[src/rtl/fpb_consts.svh]
// Constants for the front-panel button, alarm and indicator block.
`ifndef FPB_CONSTS_SVH
`define FPB_CONSTS_SVH

// Register byte offsets.
`define FPB_REG_CTRL        8'h00
`define FPB_REG_STATE       8'h04
`define FPB_REG_CONFIG      8'h08
`define FPB_REG_OVERTEMP    8'h0c
`define FPB_REG_CLOCK       8'h10
`define FPB_REG_UNIT_ID     8'h14
`define FPB_REG_UNIT_SERIAL 8'h18
`define FPB_REG_HEAD_ID     8'h1c
`define FPB_REG_HEAD_SERIAL 8'h20
`define FPB_REG_SNAP_TIME   8'h24
`define FPB_REG_SNAP_ENV    8'h28
`define FPB_REG_UPLOAD      8'h2c
`define FPB_REG_LOG_COUNT   8'h30

// Control register bit positions (write-one pulses).
`define FPB_CTRL_STATUS_REQ 0
`define FPB_CTRL_UPLOAD_RST 1

// Reset values.
`define FPB_OVERTEMP_RST    8'h46
`define FPB_RATE_RST        16'h000a
`define FPB_CHAN_RST        8'h01

// Clock and base tick.
`define FPB_CLK_NS          10
`define FPB_TICK_NS         1000000

// Times in milliseconds.
`define FPB_DEBOUNCE_MS     20
`define FPB_LONG_MS         2000
`define FPB_ACK_MS          60
`define FPB_BATT_PERIOD_MS  5000
`define FPB_BATT_ON_MS      20
`define FPB_TEMP_PERIOD_MS  1500
`define FPB_TEMP_ON_MS      150
`define FPB_FAULT_PERIOD_MS 200
`define FPB_FAULT_ON_MS     100
`define FPB_LED_PERIOD_MS   1000

// Words of unit configuration sent ahead of the run data on upload.
`define FPB_UPLOAD_CFG_WORDS 4

`endif

[src/rtl/fpb_pkg.sv]
// Types shared by the front-panel block.
package fpb_pkg;

  typedef enum logic [1:0] {
    FPB_OFF,
    FPB_STANDBY,
    FPB_RUN
  } fpb_mode_t;

  typedef enum logic [1:0] {
    FPB_ALM_BATT,
    FPB_ALM_TEMP,
    FPB_ALM_FAULT
  } fpb_alarm_t;

endpackage : fpb_pkg

[src/rtl/fpb_button.sv]
// Pushbutton debouncer and short/long press classifier.
`timescale 1ns/1ps
`include "fpb_consts.svh"
module fpb_button #(
  parameter int DEBOUNCE_MS = `FPB_DEBOUNCE_MS,
  parameter int LONG_MS     = `FPB_LONG_MS
) (
  input  wire logic aclk,
  input  wire logic aresetn,
  input  wire logic ms_tick,
  input  wire logic button_in,
  output logic      held,
  output logic      short_press,
  output logic      long_press,
  output logic      long_done
);
  logic [15:0] stable_cnt_reg;
  logic [15:0] hold_cnt_reg;
  logic        held_q;

  // A level change must persist for the whole debounce time before it counts.
  always_ff @(posedge aclk) begin
    if (!aresetn) begin
      held           <= 1'b0;
      stable_cnt_reg <= 16'h0000;
    end else if (button_in == held) begin
      stable_cnt_reg <= 16'h0000;
    end else if (ms_tick) begin
      if (stable_cnt_reg == 16'(DEBOUNCE_MS - 1)) begin
        held           <= button_in;
        stable_cnt_reg <= 16'h0000;
      end else begin
        stable_cnt_reg <= stable_cnt_reg + 16'h0001;
      end
    end
  end

  always_ff @(posedge aclk) begin
    if (!aresetn) begin
      hold_cnt_reg <= 16'h0000;
      long_done    <= 1'b0;
      long_press   <= 1'b0;
      short_press  <= 1'b0;
    end else begin
      long_press  <= 1'b0;
      short_press <= 1'b0;
      if (!held) begin
        hold_cnt_reg <= 16'h0000;
        long_done    <= 1'b0;
        short_press  <= (hold_cnt_reg != 16'h0000 || stable_cnt_reg == 16'h0000) && !long_done
                        && held_q;
      end else if (ms_tick && !long_done) begin
        if (hold_cnt_reg == 16'(LONG_MS - 1)) begin
          long_done  <= 1'b1;
          long_press <= 1'b1;
        end else begin
          hold_cnt_reg <= hold_cnt_reg + 16'h0001;
        end
      end
    end
  end

  // Release edge detector on the debounced level.
  always_ff @(posedge aclk) begin
    if (!aresetn) begin
      held_q <= 1'b0;
    end else begin
      held_q <= held;
    end
  end

endmodule : fpb_button

[src/rtl/fpb_top.sv]
// Front-panel controller: button modes, beeper alarms, memory-fill LED and host status port.
`timescale 1ns/1ps
`include "fpb_consts.svh"
module fpb_top #(
  parameter int          TICK_CYCLES = `FPB_TICK_NS / `FPB_CLK_NS,
  parameter int          LONG_MS     = `FPB_LONG_MS,
  parameter logic [7:0]  UNIT_TYPE   = 8'h01,        // Arbitrary value.
  parameter logic [7:0]  UNIT_FW_REV = 8'h10,        // Arbitrary value.
  parameter logic [31:0] UNIT_SERIAL = 32'h00000001  // Arbitrary value.
) (
  input  wire logic                aclk,
  input  wire logic                aresetn,
  input  wire logic [7:0]          s_axi_awaddr,
  input  wire logic                s_axi_awvalid,
  output logic                     s_axi_awready,
  input  wire logic [31:0]         s_axi_wdata,
  input  wire logic [3:0]          s_axi_wstrb,
  input  wire logic                s_axi_wvalid,
  output logic                     s_axi_wready,
  output logic [1:0]               s_axi_bresp,
  output logic                     s_axi_bvalid,
  input  wire logic                s_axi_bready,
  input  wire logic [7:0]          s_axi_araddr,
  input  wire logic                s_axi_arvalid,
  output logic                     s_axi_arready,
  output logic [31:0]              s_axi_rdata,
  output logic [1:0]               s_axi_rresp,
  output logic                     s_axi_rvalid,
  input  wire logic                s_axi_rready,
  input  wire logic                button_in,
  input  wire logic                batt_low,
  input  wire logic                fault,
  input  wire logic [7:0]          temp_c,
  input  wire logic [15:0]         batt_mv,
  input  wire logic [7:0]          mem_fill,
  input  wire logic                mem_full,
  input  wire logic [7:0]          head_type,
  input  wire logic [7:0]          head_fw_rev,
  input  wire logic [7:0]          head_channels,
  input  wire logic [31:0]         head_serial,
  input  wire logic [15:0]         log_count,
  input  wire logic [31:0]         log_rd_data,
  output logic [15:0]              log_rd_addr,
  output fpb_pkg::fpb_mode_t       mode,
  output logic                     power_en,
  output logic                     erase_log,
  output logic                     beeper,
  output logic                     led_red,
  output logic                     led_green
);
  import fpb_pkg::*;

  localparam int PERIOD_MS [3] = '{`FPB_BATT_PERIOD_MS, `FPB_TEMP_PERIOD_MS, `FPB_FAULT_PERIOD_MS};
  localparam int ON_MS     [3] = '{`FPB_BATT_ON_MS, `FPB_TEMP_ON_MS, `FPB_FAULT_ON_MS};

  // Byte-lane merge, used by every writable register.
  function automatic logic [31:0] merge(input logic [31:0] old, input logic [31:0] nw, input logic [3:0] be);
    logic [31:0] res;
    res = old;
    for (int b = 0; b < 4; b++) begin
      if (be[b]) res[b*8 +: 8] = nw[b*8 +: 8];
    end
    return res;
  endfunction : merge

  // Millisecond and second ticks.
  logic [31:0] tick_cnt_reg;
  logic        ms_tick;
  logic [9:0]  ms_in_sec_reg;
  logic        sec_tick;

  always_ff @(posedge aclk) begin
    if (!aresetn) begin
      tick_cnt_reg  <= 32'h00000000;
      ms_tick       <= 1'b0;
      ms_in_sec_reg <= 10'h000;
      sec_tick      <= 1'b0;
    end else begin
      ms_tick  <= (tick_cnt_reg == 32'(TICK_CYCLES - 1));
      sec_tick <= 1'b0;
      tick_cnt_reg <= (tick_cnt_reg == 32'(TICK_CYCLES - 1)) ? 32'h00000000 : tick_cnt_reg + 32'h00000001;
      if (ms_tick) begin
        ms_in_sec_reg <= (ms_in_sec_reg == 10'h3e7) ? 10'h000 : ms_in_sec_reg + 10'h001;
        sec_tick      <= (ms_in_sec_reg == 10'h3e7);
      end
    end
  end

  // Button classification.
  logic held;
  logic short_press;
  logic long_press;
  logic long_done;

  fpb_button #(
    .DEBOUNCE_MS (`FPB_DEBOUNCE_MS),
    .LONG_MS     (LONG_MS)
  ) u_button (
    .aclk        (aclk),
    .aresetn     (aresetn),
    .ms_tick     (ms_tick),
    .button_in   (button_in),
    .held        (held),
    .short_press (short_press),
    .long_press  (long_press),
    .long_done   (long_done)
  );

  // Operating mode.
  always_ff @(posedge aclk) begin
    if (!aresetn) begin
      mode      <= FPB_OFF;
      erase_log <= 1'b0;
      power_en  <= 1'b0;
    end else begin
      erase_log <= 1'b0;
      if (long_press && mode != FPB_OFF) begin
        mode <= FPB_OFF;
      end else if (short_press) begin
        unique case (mode)
          FPB_OFF: begin
            mode <= FPB_STANDBY;
          end
          FPB_STANDBY: begin
            mode      <= FPB_RUN;
            erase_log <= 1'b1;
          end
          FPB_RUN: begin
            mode <= FPB_STANDBY;
          end
        endcase
      end
      power_en <= (mode != FPB_OFF);
    end
  end

  // Host-visible configuration and clock.
  logic [15:0] rate_reg;
  logic [7:0]  chan_reg;
  logic [7:0]  overtemp_reg;
  logic [31:0] clock_reg;
  logic [31:0] snap_time_reg;
  logic [31:0] snap_env_reg;
  logic        snap_valid_reg;
  logic [15:0] upload_idx_reg;
  logic        over_temp;

  assign over_temp = (temp_c > overtemp_reg);

  // Alarm pattern generators; each restarts when its condition appears so the first beep is prompt.
  logic [2:0]  alarm_cond;
  logic [2:0]  alarm_on;
  assign alarm_cond[FPB_ALM_BATT]  = batt_low;
  assign alarm_cond[FPB_ALM_TEMP]  = over_temp;
  assign alarm_cond[FPB_ALM_FAULT] = fault;

  for (genvar i = 0; i < 3; i++) begin : g_alarm
    logic [12:0] cnt_reg;
    always_ff @(posedge aclk) begin
      if (!aresetn || !alarm_cond[i]) begin
        cnt_reg <= 13'h0000;
      end else if (ms_tick) begin
        cnt_reg <= (cnt_reg == 13'(PERIOD_MS[i] - 1)) ? 13'h0000 : cnt_reg + 13'h0001;
      end
    end
    assign alarm_on[i] = alarm_cond[i] && (cnt_reg < 13'(ON_MS[i]));
  end

  // Acknowledge tone after every short press; after a long press only for what is left of 60 ms once the button is released.
  logic [7:0] ack_cnt_reg;
  always_ff @(posedge aclk) begin
    if (!aresetn) begin
      ack_cnt_reg <= 8'h00;
    end else if (short_press || long_press) begin
      ack_cnt_reg <= 8'(`FPB_ACK_MS);
    end else if (ms_tick && ack_cnt_reg != 8'h00) begin
      ack_cnt_reg <= ack_cnt_reg - 8'h01;
    end
  end

  // The hold tone runs from the debounced press until the long press is taken; the silence is the cue.
  always_ff @(posedge aclk) begin
    if (!aresetn) begin
      beeper <= 1'b0;
    end else if (held) begin
      beeper <= !long_done;
    end else if (ack_cnt_reg != 8'h00) begin
      beeper <= 1'b1;
    end else if (mode == FPB_OFF) begin
      beeper <= 1'b0;
    end else if (alarm_cond[FPB_ALM_FAULT]) begin
      beeper <= alarm_on[FPB_ALM_FAULT];
    end else if (alarm_cond[FPB_ALM_TEMP]) begin
      beeper <= alarm_on[FPB_ALM_TEMP];
    end else begin
      beeper <= alarm_on[FPB_ALM_BATT];
    end
  end

  // Indicator: fixed period, on-time proportional to fill.
  logic [9:0]  led_cnt_reg;
  logic [17:0] fill_product;
  logic [9:0]  led_on_ms;
  logic        led_lit;

  assign fill_product = 18'(mem_fill) * 18'(`FPB_LED_PERIOD_MS);
  assign led_on_ms    = fill_product[17:8];
  assign led_lit      = mem_full || (led_cnt_reg < led_on_ms);

  always_ff @(posedge aclk) begin
    if (!aresetn) begin
      led_cnt_reg <= 10'h000;
    end else if (ms_tick) begin
      led_cnt_reg <= (led_cnt_reg == 10'(`FPB_LED_PERIOD_MS - 1)) ? 10'h000 : led_cnt_reg + 10'h001;
    end
  end

  always_ff @(posedge aclk) begin
    if (!aresetn || mode == FPB_OFF) begin
      led_red   <= 1'b0;
      led_green <= 1'b0;
    end else if (fault) begin
      led_red   <= (mode == FPB_STANDBY) && alarm_on[FPB_ALM_FAULT];
      led_green <= (mode == FPB_RUN) && alarm_on[FPB_ALM_FAULT];
    end else begin
      led_red   <= (mode == FPB_STANDBY) && led_lit;
      led_green <= (mode == FPB_RUN) && led_lit;
    end
  end

  // AXI4-Lite write channel: address and data are taken independently, the write acts once both are held.
  logic [7:0]  wr_addr_reg;
  logic [31:0] wr_data_reg;
  logic [3:0]  wr_strb_reg;
  logic        have_aw_reg;
  logic        have_w_reg;
  logic        do_write;
  logic        wr_mapped;

  assign do_write = have_aw_reg && have_w_reg && !s_axi_bvalid;
  assign wr_mapped = (wr_addr_reg <= `FPB_REG_LOG_COUNT) && (wr_addr_reg[1:0] == 2'b00);

  always_ff @(posedge aclk) begin
    if (!aresetn) begin
      s_axi_awready <= 1'b0;
      s_axi_wready  <= 1'b0;
      have_aw_reg   <= 1'b0;
      have_w_reg    <= 1'b0;
      wr_addr_reg   <= 8'h00;
      wr_data_reg   <= 32'h00000000;
      wr_strb_reg   <= 4'h0;
      s_axi_bvalid  <= 1'b0;
      s_axi_bresp   <= 2'b00;
    end else begin
      s_axi_awready <= !have_aw_reg && !s_axi_awready && s_axi_awvalid;
      s_axi_wready  <= !have_w_reg && !s_axi_wready && s_axi_wvalid;
      if (s_axi_awvalid && s_axi_awready) begin
        have_aw_reg <= 1'b1;
        wr_addr_reg <= s_axi_awaddr;
      end
      if (s_axi_wvalid && s_axi_wready) begin
        have_w_reg  <= 1'b1;
        wr_data_reg <= s_axi_wdata;
        wr_strb_reg <= s_axi_wstrb;
      end
      if (do_write) begin
        have_aw_reg  <= 1'b0;
        have_w_reg   <= 1'b0;
        s_axi_bvalid <= 1'b1;
        s_axi_bresp  <= wr_mapped ? 2'b00 : 2'b10;
      end else if (s_axi_bvalid && s_axi_bready) begin
        s_axi_bvalid <= 1'b0;
      end
    end
  end

  // Writable registers; the clock keeps counting seconds between host writes.
  always_ff @(posedge aclk) begin
    if (!aresetn) begin
      rate_reg     <= `FPB_RATE_RST;
      chan_reg     <= `FPB_CHAN_RST;
      overtemp_reg <= `FPB_OVERTEMP_RST;
      clock_reg    <= 32'h00000000;
    end else begin
      if (sec_tick) clock_reg <= clock_reg + 32'h00000001;
      if (do_write) begin
        unique case (wr_addr_reg)
          `FPB_REG_CONFIG: begin
            {chan_reg, rate_reg} <= 24'(merge({8'h00, chan_reg, rate_reg}, wr_data_reg, wr_strb_reg));
          end
          `FPB_REG_OVERTEMP: begin
            overtemp_reg <= 8'(merge({24'h000000, overtemp_reg}, wr_data_reg, wr_strb_reg));
          end
          `FPB_REG_CLOCK: begin
            clock_reg <= merge(clock_reg, wr_data_reg, wr_strb_reg);
          end
          default: begin
          end
        endcase
      end
    end
  end

  // A status request freezes time, temperature and battery so the host reads one coherent set.
  logic ctrl_wr;
  assign ctrl_wr = do_write && (wr_addr_reg == `FPB_REG_CTRL) && wr_strb_reg[0];

  always_ff @(posedge aclk) begin
    if (!aresetn) begin
      snap_time_reg  <= 32'h00000000;
      snap_env_reg   <= 32'h00000000;
      snap_valid_reg <= 1'b0;
    end else if (ctrl_wr && wr_data_reg[`FPB_CTRL_STATUS_REQ]) begin
      snap_time_reg  <= clock_reg;
      snap_env_reg   <= {batt_mv, 8'h00, temp_c};
      snap_valid_reg <= 1'b1;
    end
  end

  // AXI4-Lite read channel: one request at a time, data registered one cycle after the address.
  logic [31:0] rd_word;
  logic        rd_mapped;
  logic        upload_rd;

  always_comb begin
    rd_word   = 32'h00000000;
    rd_mapped = 1'b1;
    unique case (s_axi_araddr)
      `FPB_REG_CTRL:        rd_word = 32'h00000000;
      `FPB_REG_STATE:       rd_word = {20'h00000, mem_full, fault, over_temp, batt_low, snap_valid_reg,
                                       held, power_en, 3'h0, 2'(mode)};
      `FPB_REG_CONFIG:      rd_word = {8'h00, chan_reg, rate_reg};
      `FPB_REG_OVERTEMP:    rd_word = {24'h000000, overtemp_reg};
      `FPB_REG_CLOCK:       rd_word = clock_reg;
      `FPB_REG_UNIT_ID:     rd_word = {16'h0000, UNIT_FW_REV, UNIT_TYPE};
      `FPB_REG_UNIT_SERIAL: rd_word = UNIT_SERIAL;
      `FPB_REG_HEAD_ID:     rd_word = {8'h00, head_channels, head_fw_rev, head_type};
      `FPB_REG_HEAD_SERIAL: rd_word = head_serial;
      `FPB_REG_SNAP_TIME:   rd_word = snap_time_reg;
      `FPB_REG_SNAP_ENV:    rd_word = snap_env_reg;
      `FPB_REG_UPLOAD: begin
        unique case (upload_idx_reg)
          16'h0000: rd_word = {8'h00, chan_reg, rate_reg};
          16'h0001: rd_word = {24'h000000, overtemp_reg};
          16'h0002: rd_word = {16'h0000, UNIT_FW_REV, UNIT_TYPE};
          16'h0003: rd_word = {8'h00, head_channels, head_fw_rev, head_type};
          default:  rd_word = log_rd_data;
        endcase
      end
      `FPB_REG_LOG_COUNT:   rd_word = {16'h0000, log_count};
      default:              rd_mapped = 1'b0;
    endcase
  end

  assign upload_rd = s_axi_arvalid && s_axi_arready && (s_axi_araddr == `FPB_REG_UPLOAD);

  always_ff @(posedge aclk) begin
    if (!aresetn) begin
      s_axi_arready <= 1'b0;
      s_axi_rvalid  <= 1'b0;
      s_axi_rdata   <= 32'h00000000;
      s_axi_rresp   <= 2'b00;
    end else begin
      s_axi_arready <= s_axi_arvalid && !s_axi_arready && !s_axi_rvalid;
      if (s_axi_arvalid && s_axi_arready) begin
        s_axi_rvalid <= 1'b1;
        s_axi_rdata  <= rd_word;
        s_axi_rresp  <= rd_mapped ? 2'b00 : 2'b10;
      end else if (s_axi_rvalid && s_axi_rready) begin
        s_axi_rvalid <= 1'b0;
      end
    end
  end

  // Upload cursor: each read of the upload word advances it; the log address follows it.
  always_ff @(posedge aclk) begin
    if (!aresetn) begin
      upload_idx_reg <= 16'h0000;
    end else if (ctrl_wr && wr_data_reg[`FPB_CTRL_UPLOAD_RST]) begin
      upload_idx_reg <= 16'h0000;
    end else if (upload_rd) begin
      upload_idx_reg <= upload_idx_reg + 16'h0001;
    end
  end

  // Log memory must present log_rd_data within one cycle of a new address.
  always_ff @(posedge aclk) begin
    if (!aresetn) begin
      log_rd_addr <= 16'h0000;
    end else if (upload_idx_reg >= 16'(`FPB_UPLOAD_CFG_WORDS)) begin
      log_rd_addr <= upload_idx_reg - 16'(`FPB_UPLOAD_CFG_WORDS);
    end else begin
      log_rd_addr <= 16'h0000;
    end
  end

endmodule : fpb_top

[config.mk]
export PLATFORM = sky130hd
export DESIGN_NAME = fpb_top
export DESIGN_NICKNAME = d
export VERILOG_FILES = /design/src/rtl/fpb_pkg.sv /design/src/rtl/fpb_button.sv /design/src/rtl/fpb_top.sv
export VERILOG_INCLUDE_DIRS = /design/src /design/src/rtl
export SDC_FILE = /design/constraint.sdc
export NUM_CORES = 1
export LEC_CHECK = 0
export BUFFER_PORTS_ARGS = -buffer_cell sky130_fd_sc_hd__buf_2
export CAP_MARGIN = 10
export CORE_ASPECT_RATIO = 0.9
export CORE_MARGIN = 3
export CORE_UTILIZATION = 50
export CTS_BUF_LIST = sky130_fd_sc_hd__clkbuf_2
export CTS_CLUSTER_SIZE = 16
export DETAILED_ROUTE_END_ITERATION = 6
export PLACE_DENSITY = 0.71
export SYNTH_ARGS = -nofsm -noshare
export SYNTH_HDL_FRONTEND = slang
export SYNTH_SLANG_ARGS = --single-unit
export TNS_END_PERCENT = 50
[constraint.sdc]
create_clock -name aclk -period 4.8 [get_ports aclk]
set_input_delay 0 -clock aclk [delete_from_list [all_inputs] [get_ports aclk]]
set_output_delay 0 -clock aclk [all_outputs]
set_load 0.005 [all_outputs]
# Yosys cells after proc, flatten, opt, wreduce, memory -nomap -nowiden
# Cells that the tools add are included.
# Widths: inputs -> output; s select.
[op_classes]
add_sub_neg = 12
multipliers = 1
div = 0
n_lt_le_gt_ge = 7
eq_ne = 33
shift = 0
n_mux = 34
bitwise_logic = 4
n_reduce_logical = 83
[ops]
columns = ["cell", "count"]
rows = [
  ["$pmux 32 s12", 1],
  ["$pmux 32 s4", 1],
  ["$mux 32", 3],
  ["$add 32x1->32 const B", 2],
  ["$add 16x1->16 const B", 3],
  ["$eq 8x5->1 const B", 5],
  ["$eq 8x6->1 const B", 5],
  ["$add 13x1->13 const B", 3],
  ["$mux 13", 3],
  ["$eq 16x2->1 const B", 2],
  ["$eq 32x17->1 const B", 1],
  ["$eq 8x4->1 const B", 4],
  ["$logic_not 16->1", 2],
  ["$mux 8", 4],
  ["$logic_and 1x1->1", 31],
  ["$add 10x1->10 const B", 2],
  ["$eq 10x10->1 const B", 2],
  ["$mux 10", 2],
  ["$reduce_and 3->1", 6],
  ["$eq 16x1->1 const B", 1],
  ["$eq 16x11->1 const B", 1],
  ["$eq 16x5->1 const B", 1],
  ["$ge 16x3->1 const B", 1],
  ["$logic_not 8->1", 2],
  ["33 further kinds", 86],
]
[word_totals]
register_bits = 385
latch_bits = 0
ram_bits = 0
romBits = 0
in_bits = 199
out_inout_bits = 64
elab_cells = 223
n_memories = 0

# Logic depth before layout (Yosys ltp)
# Gate-level depths: netlist of the first run.
[depth]
depth_word = 7
depth_mapped = 20
ltp_nobuf = 20

# Hierarchy
# From an unflattened synthesis of the first run, not the netlist that was laid out.
[hier_totals]
cells_unflattened = 2390
area_unflattened_um2 = 19700.1
[modules_own_cells]
columns = ["mod", "instances", "cells_each", "area_per_inst_um2", "seq_area_each_um2"]
rows = [
  ["fpb_top", 1, 2182, 17928.4, 6926.6],
  ["fpb_button", 1, 208, 1771.7, 740.7],
]

# Least setup slack after synthesis of the first run
# No wires, ideal clock.
[synth_path]
path_type = "input to register"
from = "input mem_fill[1]"
to = "register led_green"
setup_time_ns = 0.092
arrival_time_ns = 4.344
required_ns = 4.708
setup_slack_ns = 0.364
cell_stages = 18
path_buffers = 0
path_cell_list = "fa_1 -> inv_1 -> fa_1 -> fa_1 -> fa_1 -> inv_1 -> ha_1 -> and3_1 -> a211oi_1 -> o21bai_1 -> a21o_1 -> xnor2_1 -> ha_1 -> a21o_1 -> a21o_1 -> a21oi_1 -> nor3_1 -> nor4_1"
[synth_via]
elab_chain_len = 5
[synth_rtl]
columns = ["item", "line_no", "rtl"]
rows = [
  ["from (decl)", "fpb_top.sv:35", "input wire logic [7:0] mem_fill,"],
  ["$mul 8x7->15", "fpb_top.sv:206", "assign fill_product = 18'(mem_fill) * 18'(`FPB_LED_PERIOD_MS);"],
  ["$lt 10x10->1", "fpb_top.sv:208", "assign led_lit = mem_full || (led_cnt_reg < led_on_ms);"],
  ["$logic_or 1x1->1", "fpb_top.sv:208", ""],
  ["$logic_and 1x1->1", "fpb_top.sv:227", "led_green <= (mode == FPB_RUN) && led_lit;"],
  ["$mux 1", "fpb_top.sv:222", "end else if (fault) begin"],
  ["to (signal assigned)", "fpb_top.sv:224", "led_green <= (mode == FPB_RUN) && alarm_on[FPB_ALM_FAULT];"],
  ["to (signal assigned)", "fpb_top.sv:227", ""],
  ["to (decl)", "fpb_top.sv:49", "output logic led_green"],
]
# Every way passes these cells.
# A chain may end at the register's enable or synchronous reset.

# Worst setup path in the final report of the first run
[layout_path]
from = "input s_axi_araddr[1]"
to = "register s_axi_rdata[6]"
[layout_via]
elab_chain_len = 2
word_cells_on_any_way = 13
classes_between = "12 x eq/ne; 1 x mux"
[layout_rtl]
columns = ["item", "line_no", "rtl"]
rows = [
  ["from (decl)", "fpb_top.sv:23", "input wire logic [7:0] s_axi_araddr,"],
  ["$eq 8x6->1 (tied with other cells)", "fpb_top.sv:328", "unique case (s_axi_araddr)"],
  ["$pmux 32 s12 (*)", "fpb_top.sv:328", ""],
  ["to (signal assigned)", "fpb_top.sv:367", "s_axi_rdata <= rd_word;"],
  ["to (decl)", "fpb_top.sv:26", "output logic [31:0] s_axi_rdata,"],
]
# Every way passes the cells marked *; elsewhere a longest branch is shown, timed or not.

==> results.txt, run 1 <==
Die X - 214 um
HPWL after detailed placement - 44,400 um
NetSw - 1.94 mW
total area of sequential cells - 7670 um2
status - finished, violations left
Initial Util - 51.5%
Highest Clock Rate - 215 MHz
slew margin rel. - 17.5%
Lkg Pwr - 10.3 nW
failing checks - design-rule violations
gr ovfl total - 0
share of total power in sequential cells - 49.1%
Synth area leader - dfxtp_1
initial antenna violation count - 14
Yosys top cell area share - 39.4%
Clock Tree Root - clkbuf_2
Area Growth Syn to Fin - 31.4%
cts bufs inserted - 98
switch share - 29.7%
Core Footprint - 37,800 um2
Post-synth EDFFs - 0
Hold Path Class - in -> reg
setup violators final - 0
Cell Pwr Density - 256 nW/um2
final period utilization - 96.7%
CTS tree - yes
M1 GR Usage - 42.9%
CP Class - in -> reg
Clock power frac - 33.3%
htree depth - 3
drt initial violations - 2,362
worst reg-to-reg setup slack - 250 ps
worst-path maximum fanout - 20
Slew Limit Fails - 0
Logic pwr share - 17.6%
Via density - 5.80
vias - 20.8k
DRT Pass-1 Iters - 7
Max clock buf depth - 3
WP data required - 5750 ps
# rows - 67
top cells by area, synth - dfxtp_1, nand2_1, nor2_1, a21oi_1, ha_1
Layout Skew - 72.6 ps
largest net degree at the start of global routing - 84
Multi-input gate area - 11,100 um2
Seq/Total Area, Yosys - 39.4%
Max Cap Violations - 0
Final Hold Slack - 93.2 ps
first-pass GRT wire length - 107,000 um
Period minus WS final - 4640 ps
vias in the first global route - 19.9k
Primary FF master, synth - dfxtp_1
GR Util All Layers - 31.6%
GR peak layer - met2
Worst-path clk slew - 120 ps
Ys Warns - 0
Final Hold Fails - 0
Synth Instances - 2,378
max reg flops - 39
Post-synth ARST share - 0%
Antenna Violating Nets Remaining - 0
synth unique cells - 81
num ports - 263
CP Capture Type - flop
Post-Syn Area - 19,500 um2
routed len/inst - 19.0 um
Pint - 4.60 mW
fillcell total - 3,096
Clock Latency Late Sink - 1010 ps
PnR Total Power - 6.54 mW
met3 GRT Util - 7.53%
GR met2 Demand/Resource - 47.7%
Layout Nets - 3,287
RSZ-0062 raised after global routing - no
final wirelength - 68,000 um
die area - 41,400 um2
Clock Sinks - 383
CP Data Arrival Time - 5590 ps
# DRC - 1
count of input and output buffers - 260
Die H - 193 um
final estimated routing congestion in global placement - 0.949
setup tns final - 0 ps
Syn Area/Cell - 8.19 um2
Worst Tran Pin Value - 1230 ps
Startpoint Class - input pin
Seq cells post-synth - 383
Worst VDD drop - 0.000181 V
share of cells above drive strength 1 - 15.3%
final core utilization - 67.7%
## power by group through the flow
| stage | clock network (mW) | registers, mW | logic (mW) |
|---|---|---|---|
| 6_report | 2.18 | 3.21 | 1.15 |
| 5_1_grt | 2.39 | 3.22 | 1.28 |
| 4_1_cts | 2.22 | 3.21 | 1.13 |
| 2_1_floorplan | 0 | 3.28 | 0.640 |
| 3_3_place_gp | 0 | 3.28 | 0.921 |
| 3_5_place_dp | 0 | 3.29 | 0.949 |
## stage by stage
stage / instance area (um2) / setup slack (ps) / std cells
floorplan: 19500 / 364 / 2379
finish: 25600 / 158 / 3586
CTS: 25500 / 269 / 3571
global placement: 21100 / 5.96 / 3051
global route: 25600 / 60.5 / 3586
detailed placement: 21100 / -115 / 3051
## logic make-up after synthesis
logic type | synth area share, %
fa+ha+maj | 6.81
compound gates | 16.1
mux | 3.09
buf+inv | 3.91
simple gates | 23.7
xor+xnor | 6.93
flops | 39.4
other cells | 0.0193
## metal layers
| metal | vias to the layer above | routed length (um) |
|---|---|---|
| li1 | 9632 | - |
| met1 | 9775 | 28900 |
| met2 | 1166 | 29500 |
| met3 | 223 | 6820 |
| met4 | 0 | 2830 |
| met5 | - | 0 |
## synth_stat cells, types with 20 or more instances
| library cell | count |
|---|---|
| nand2_1 | 405 |
| dfxtp_1 | 383 |
| nor2_1 | 259 |
| a21oi_1 | 185 |
| clkbuf_1 | 101 |
| xor2_1 | 92 |
| o21ai_0 | 89 |
| nand3_1 | 80 |
| ha_1 | 74 |
| inv_1 | 67 |
| xnor2_1 | 62 |
| mux2i_1 | 50 |
| nand4_1 | 46 |
| a22oi_1 | 40 |
| nor3_1 | 37 |
| nor4_1 | 33 |
| and3_1 | 30 |
| and2_1 | 22 |
| a211oi_1 | 21 |
| o211ai_1 | 21 |
| fa_1 | 20 |
## path summary, 6_finish.rpt
kind,to,from,depth (start not counted)
min,s_axi_rdata[20],head_channels[4],6
max reg2reg,s_axi_rdata[6],s_axi_arready,9
max,s_axi_rdata[6],s_axi_araddr[1],12
min reg2reg,u_button.short_press,u_button.held_q,2
## layout make-up
type | count | area share, %
multi-input cells | 1801 | 43.2
flip-flops and latches | 383 | 30.0
repair buffers | 642 | 19.9
clock buffers | 141 | 2.76
well taps | 517 | 2.53
inverters | 68 | 1.01
clock inverters | 20 | 0.469
diodes | 14 | 0.137
## critical path: stages
cell	delay, ps
dlygate4sd3_1	560
buf_2	170
or4_4	540
dlygate4sd3_1	620
a2111oi_4	460
nand2_1	620
nor2_2	590
o21ai_0	170
dlygate4sd3_1	590
o21ai_0	160
dlygate4sd3_1	570
dlygate4sd3_1	550
## layout by cell type (no fill, tap or decap), types with 14 or more instances in the layout
cell type,count
o211ai_1,21
nand4_1,46
dfxtp_1,383
a221o_1,14
nor2_1,258
diode_2,14
xor2_1,92
buf_4,22
ha_1,74
and4_1,16
clkbuf_2,141
mux2i_1,50
o21ai_0,89
nor4_1,33
a211oi_1,21
a221oi_1,14
nand3_1,80
a21oi_1,184
a22oi_1,40
fa_1,20
dlygate4sd3_1,359
nand2_1,404
buf_2,260
and2_1,21
nor3_1,37
and3_1,30
inv_1,67
xnor2_1,62
## what timing repair did
item,in CTS,in global routing
endpoints found under the setup margin,0,2
hold buffers,359,0
hold endpoints to repair,246,0
setup buffers,0,0
resized for setup,0,1
Power figures use the tool's default switching activity.
==> inputs of run 2 (changes only) <==
==> constraint.sdc (replaced) <==
create_clock -name aclk -period 4.8 [get_ports aclk]
set_input_delay 0.24 -clock aclk [delete_from_list [all_inputs] [get_ports aclk]]
set_output_delay 0.24 -clock aclk [all_outputs]
set_load 0.005 [all_outputs]
==> run 2 against run 1 <==
  * The run still ends with design-rule violations left
  * Utilization is 2.0 points lower
  * Clock skew is 8.7 ps lower
  * Largest power group unchanged
  * First-iteration DRC count is 8.0% lower
  * Sequential share of layout area is 0.91 points higher
  * Cell area is 2.9% lower
  * Worst setup slack better by 120 ps
  * Hold slack worse by 23 ps
  * Die area stayed put
  * Routed wire length is 2.8% lower
  * Sequential power hardly changed
  * Non-clock buffer count is 77 lower
==> results.txt, run 2 (synthesis results as in run 1) <==
first-pass GRT wire length - 104,000 um
CP Capture Type - flop
Period minus WS final - 4520 ps
max reg flops - 39
fillcell total - 3,219
gr ovfl total - 0
CP most frequent cell - fa_1
total area of sequential cells - 7670 um2
CP Class - in -> reg
worst-path maximum fanout - 3
htree depth - 3
setup tns final - 0 ps
DRT Pass-1 Iters - 7
cts bufs inserted - 97
Area Growth Syn to Fin - 27.5%
GR Util All Layers - 30.6%
status - finished, violations left
Initial Util - 51.5%
num ports - 263
Final Non-Filler Cells - 3,528
Clock Sinks - 383
Die X - 214 um
Core Footprint - 37,800 um2
most common cell after layout, fill and taps aside - nand2_1
Hold Path Class - in -> reg
Via density - 5.73
Worst VDD drop - 0.000154 V
vias - 20.2k
CP Data Arrival Time - 5410 ps
largest net degree at the start of global routing - 74
Cell Chain, Critical Path - buf_2, fa_1, inv_1, fa_1, fa_1, fa_1, inv_1, ha_1, and3_1, a211oi_2, o21bai_1, a21o_1, xnor2_1, ha_1, a21o_1, a21o_1, a21oi_1, nor3_1, dlygate4sd3_1, nor4_1
Cell Count Post-Placement - 3,063
final estimated routing congestion in global placement - 0.961
postcts setup bufs - 0
drt initial violations - 2,172
Lkg Pwr - 9.98 nW
slew margin rel. - 19.1%
Final Hold Fails - 0
CTS tree - yes
most frequent cells in the layout - nand2_1, dfxtp_1, dlygate4sd3_1, buf_2, nor2_1
worst reg-to-reg setup slack - 800 ps
routed len/inst - 18.7 um
# DRC - 4
Max Cap Violations - 0
Slew Limit Fails - 0
share of cells above drive strength 1 - 16.0%
Startpoint Class - input pin
WP data required - 5690 ps
Cell Pwr Density - 265 nW/um2
vias in the first global route - 19.6k
final worst slack - 283 ps
# rows - 67
HPWL after detailed placement - 44,900 um
Max clock buf depth - 3
initial antenna violation count - 18
Layout Skew - 63.8 ps
Clock Tree Root - clkbuf_2
Antenna Violating Nets Remaining - 0
Worst Tran Pin Value - 1210 ps
failing checks - design-rule violations
final period utilization - 94.1%
Die H - 193 um
Clock Latency Late Sink - 1010 ps
final wirelength - 66,100 um
RSZ-0062 raised after global routing - no
CP max stage delay - 580 ps
setup violators final - 0
count of input and output buffers - 260
Layout Nets - 3,209
Multi-input gate area - 11,100 um2
Worst path slowest cell - dlygate4sd3_1
Worst-path clk slew - 110 ps
die area - 41,400 um2
Highest Clock Rate - 221 MHz
pre-CTS setup slack - -315 ps
run 2: cell types whose count changed in the layout (fill, tap and decap cells not counted), moves of 5 or more:
cell,change
clkbuf_2,-7
clkinv_1,+14
diode_2,+7
clkinv_2,+5
buf_4,+12
dlygate4sd3_1,-88
run 2: routing by layer:
metal | wire (um) | share of wire [%] | GRT usage, %
met1 | 28100 | 43 | 41.7
met2 | 28800 | 44 | 46.1
met3 | 6770 | 10 | 8.09
met4 | 2440 | 3.7 | 13.1
met5 | 0 | 0 | 0
run 2: final timing paths:
kind,startpoint,end,cells past startpoint
max reg2reg,upload_idx_reg[8],s_axi_rdata[16],8
max,mem_fill[1],led_red,20
min reg2reg,u_button.held_q,u_button.short_press,2
min,batt_mv[6],snap_env_reg[22],4
run 2: power breakdown:
part,internal [mW],switching (mW)
sequential,3.19,0.0211
combinational,0.585,0.596
clock,0.819,1.37
total,4.60,1.99
run 2: area by class of cell:
class                           count  share of cell area, %
Timing Repair Buffer              565                   17.2
Sequential cell                   383                   30.9
Multi-Input combinational cell   1801                   44.6
Clock inverter                     39                  0.766
Inverter                           68                   1.04
Clock buffer                      134                   2.70
Tap cell                          517                   2.61
Antenna cell                       21                  0.212
run 2: what timing repair did:
action | in CTS | in global routing
hold buffers | 271 | 0
resized for setup | 0 | 3
endpoints found under the hold margin | 193 | 0
setup endpoints to repair | 0 | 2
run 2: per-stage QoR:
| stage | area [um2] | hold slack [ps] | power (mW) | utilization [%] |
|---|---|---|---|---|
| 2_1_floorplan | 19500 | 358 | 3.92 | - |
| 3_3_place_gp | 21200 | 430 | 4.25 | 56.0 |
| 3_5_place_dp | 21200 | 434 | 4.30 | 56.0 |
| 4_1_cts | 24800 | 0.960 | 6.60 | 65.5 |
| 5_1_grt | 24800 | -7.43 | 6.97 | 65.7 |
| 6_report | 24800 | 69.8 | 6.59 | 65.7 |
run 2: worst max-delay path: cells and delay by family:
kind	cells	cell delay, ps
buf+inv	4	810
compound gates	6	1050
fa+ha+maj	6	2640
xor+xnor	1	180
simple gates	3	460
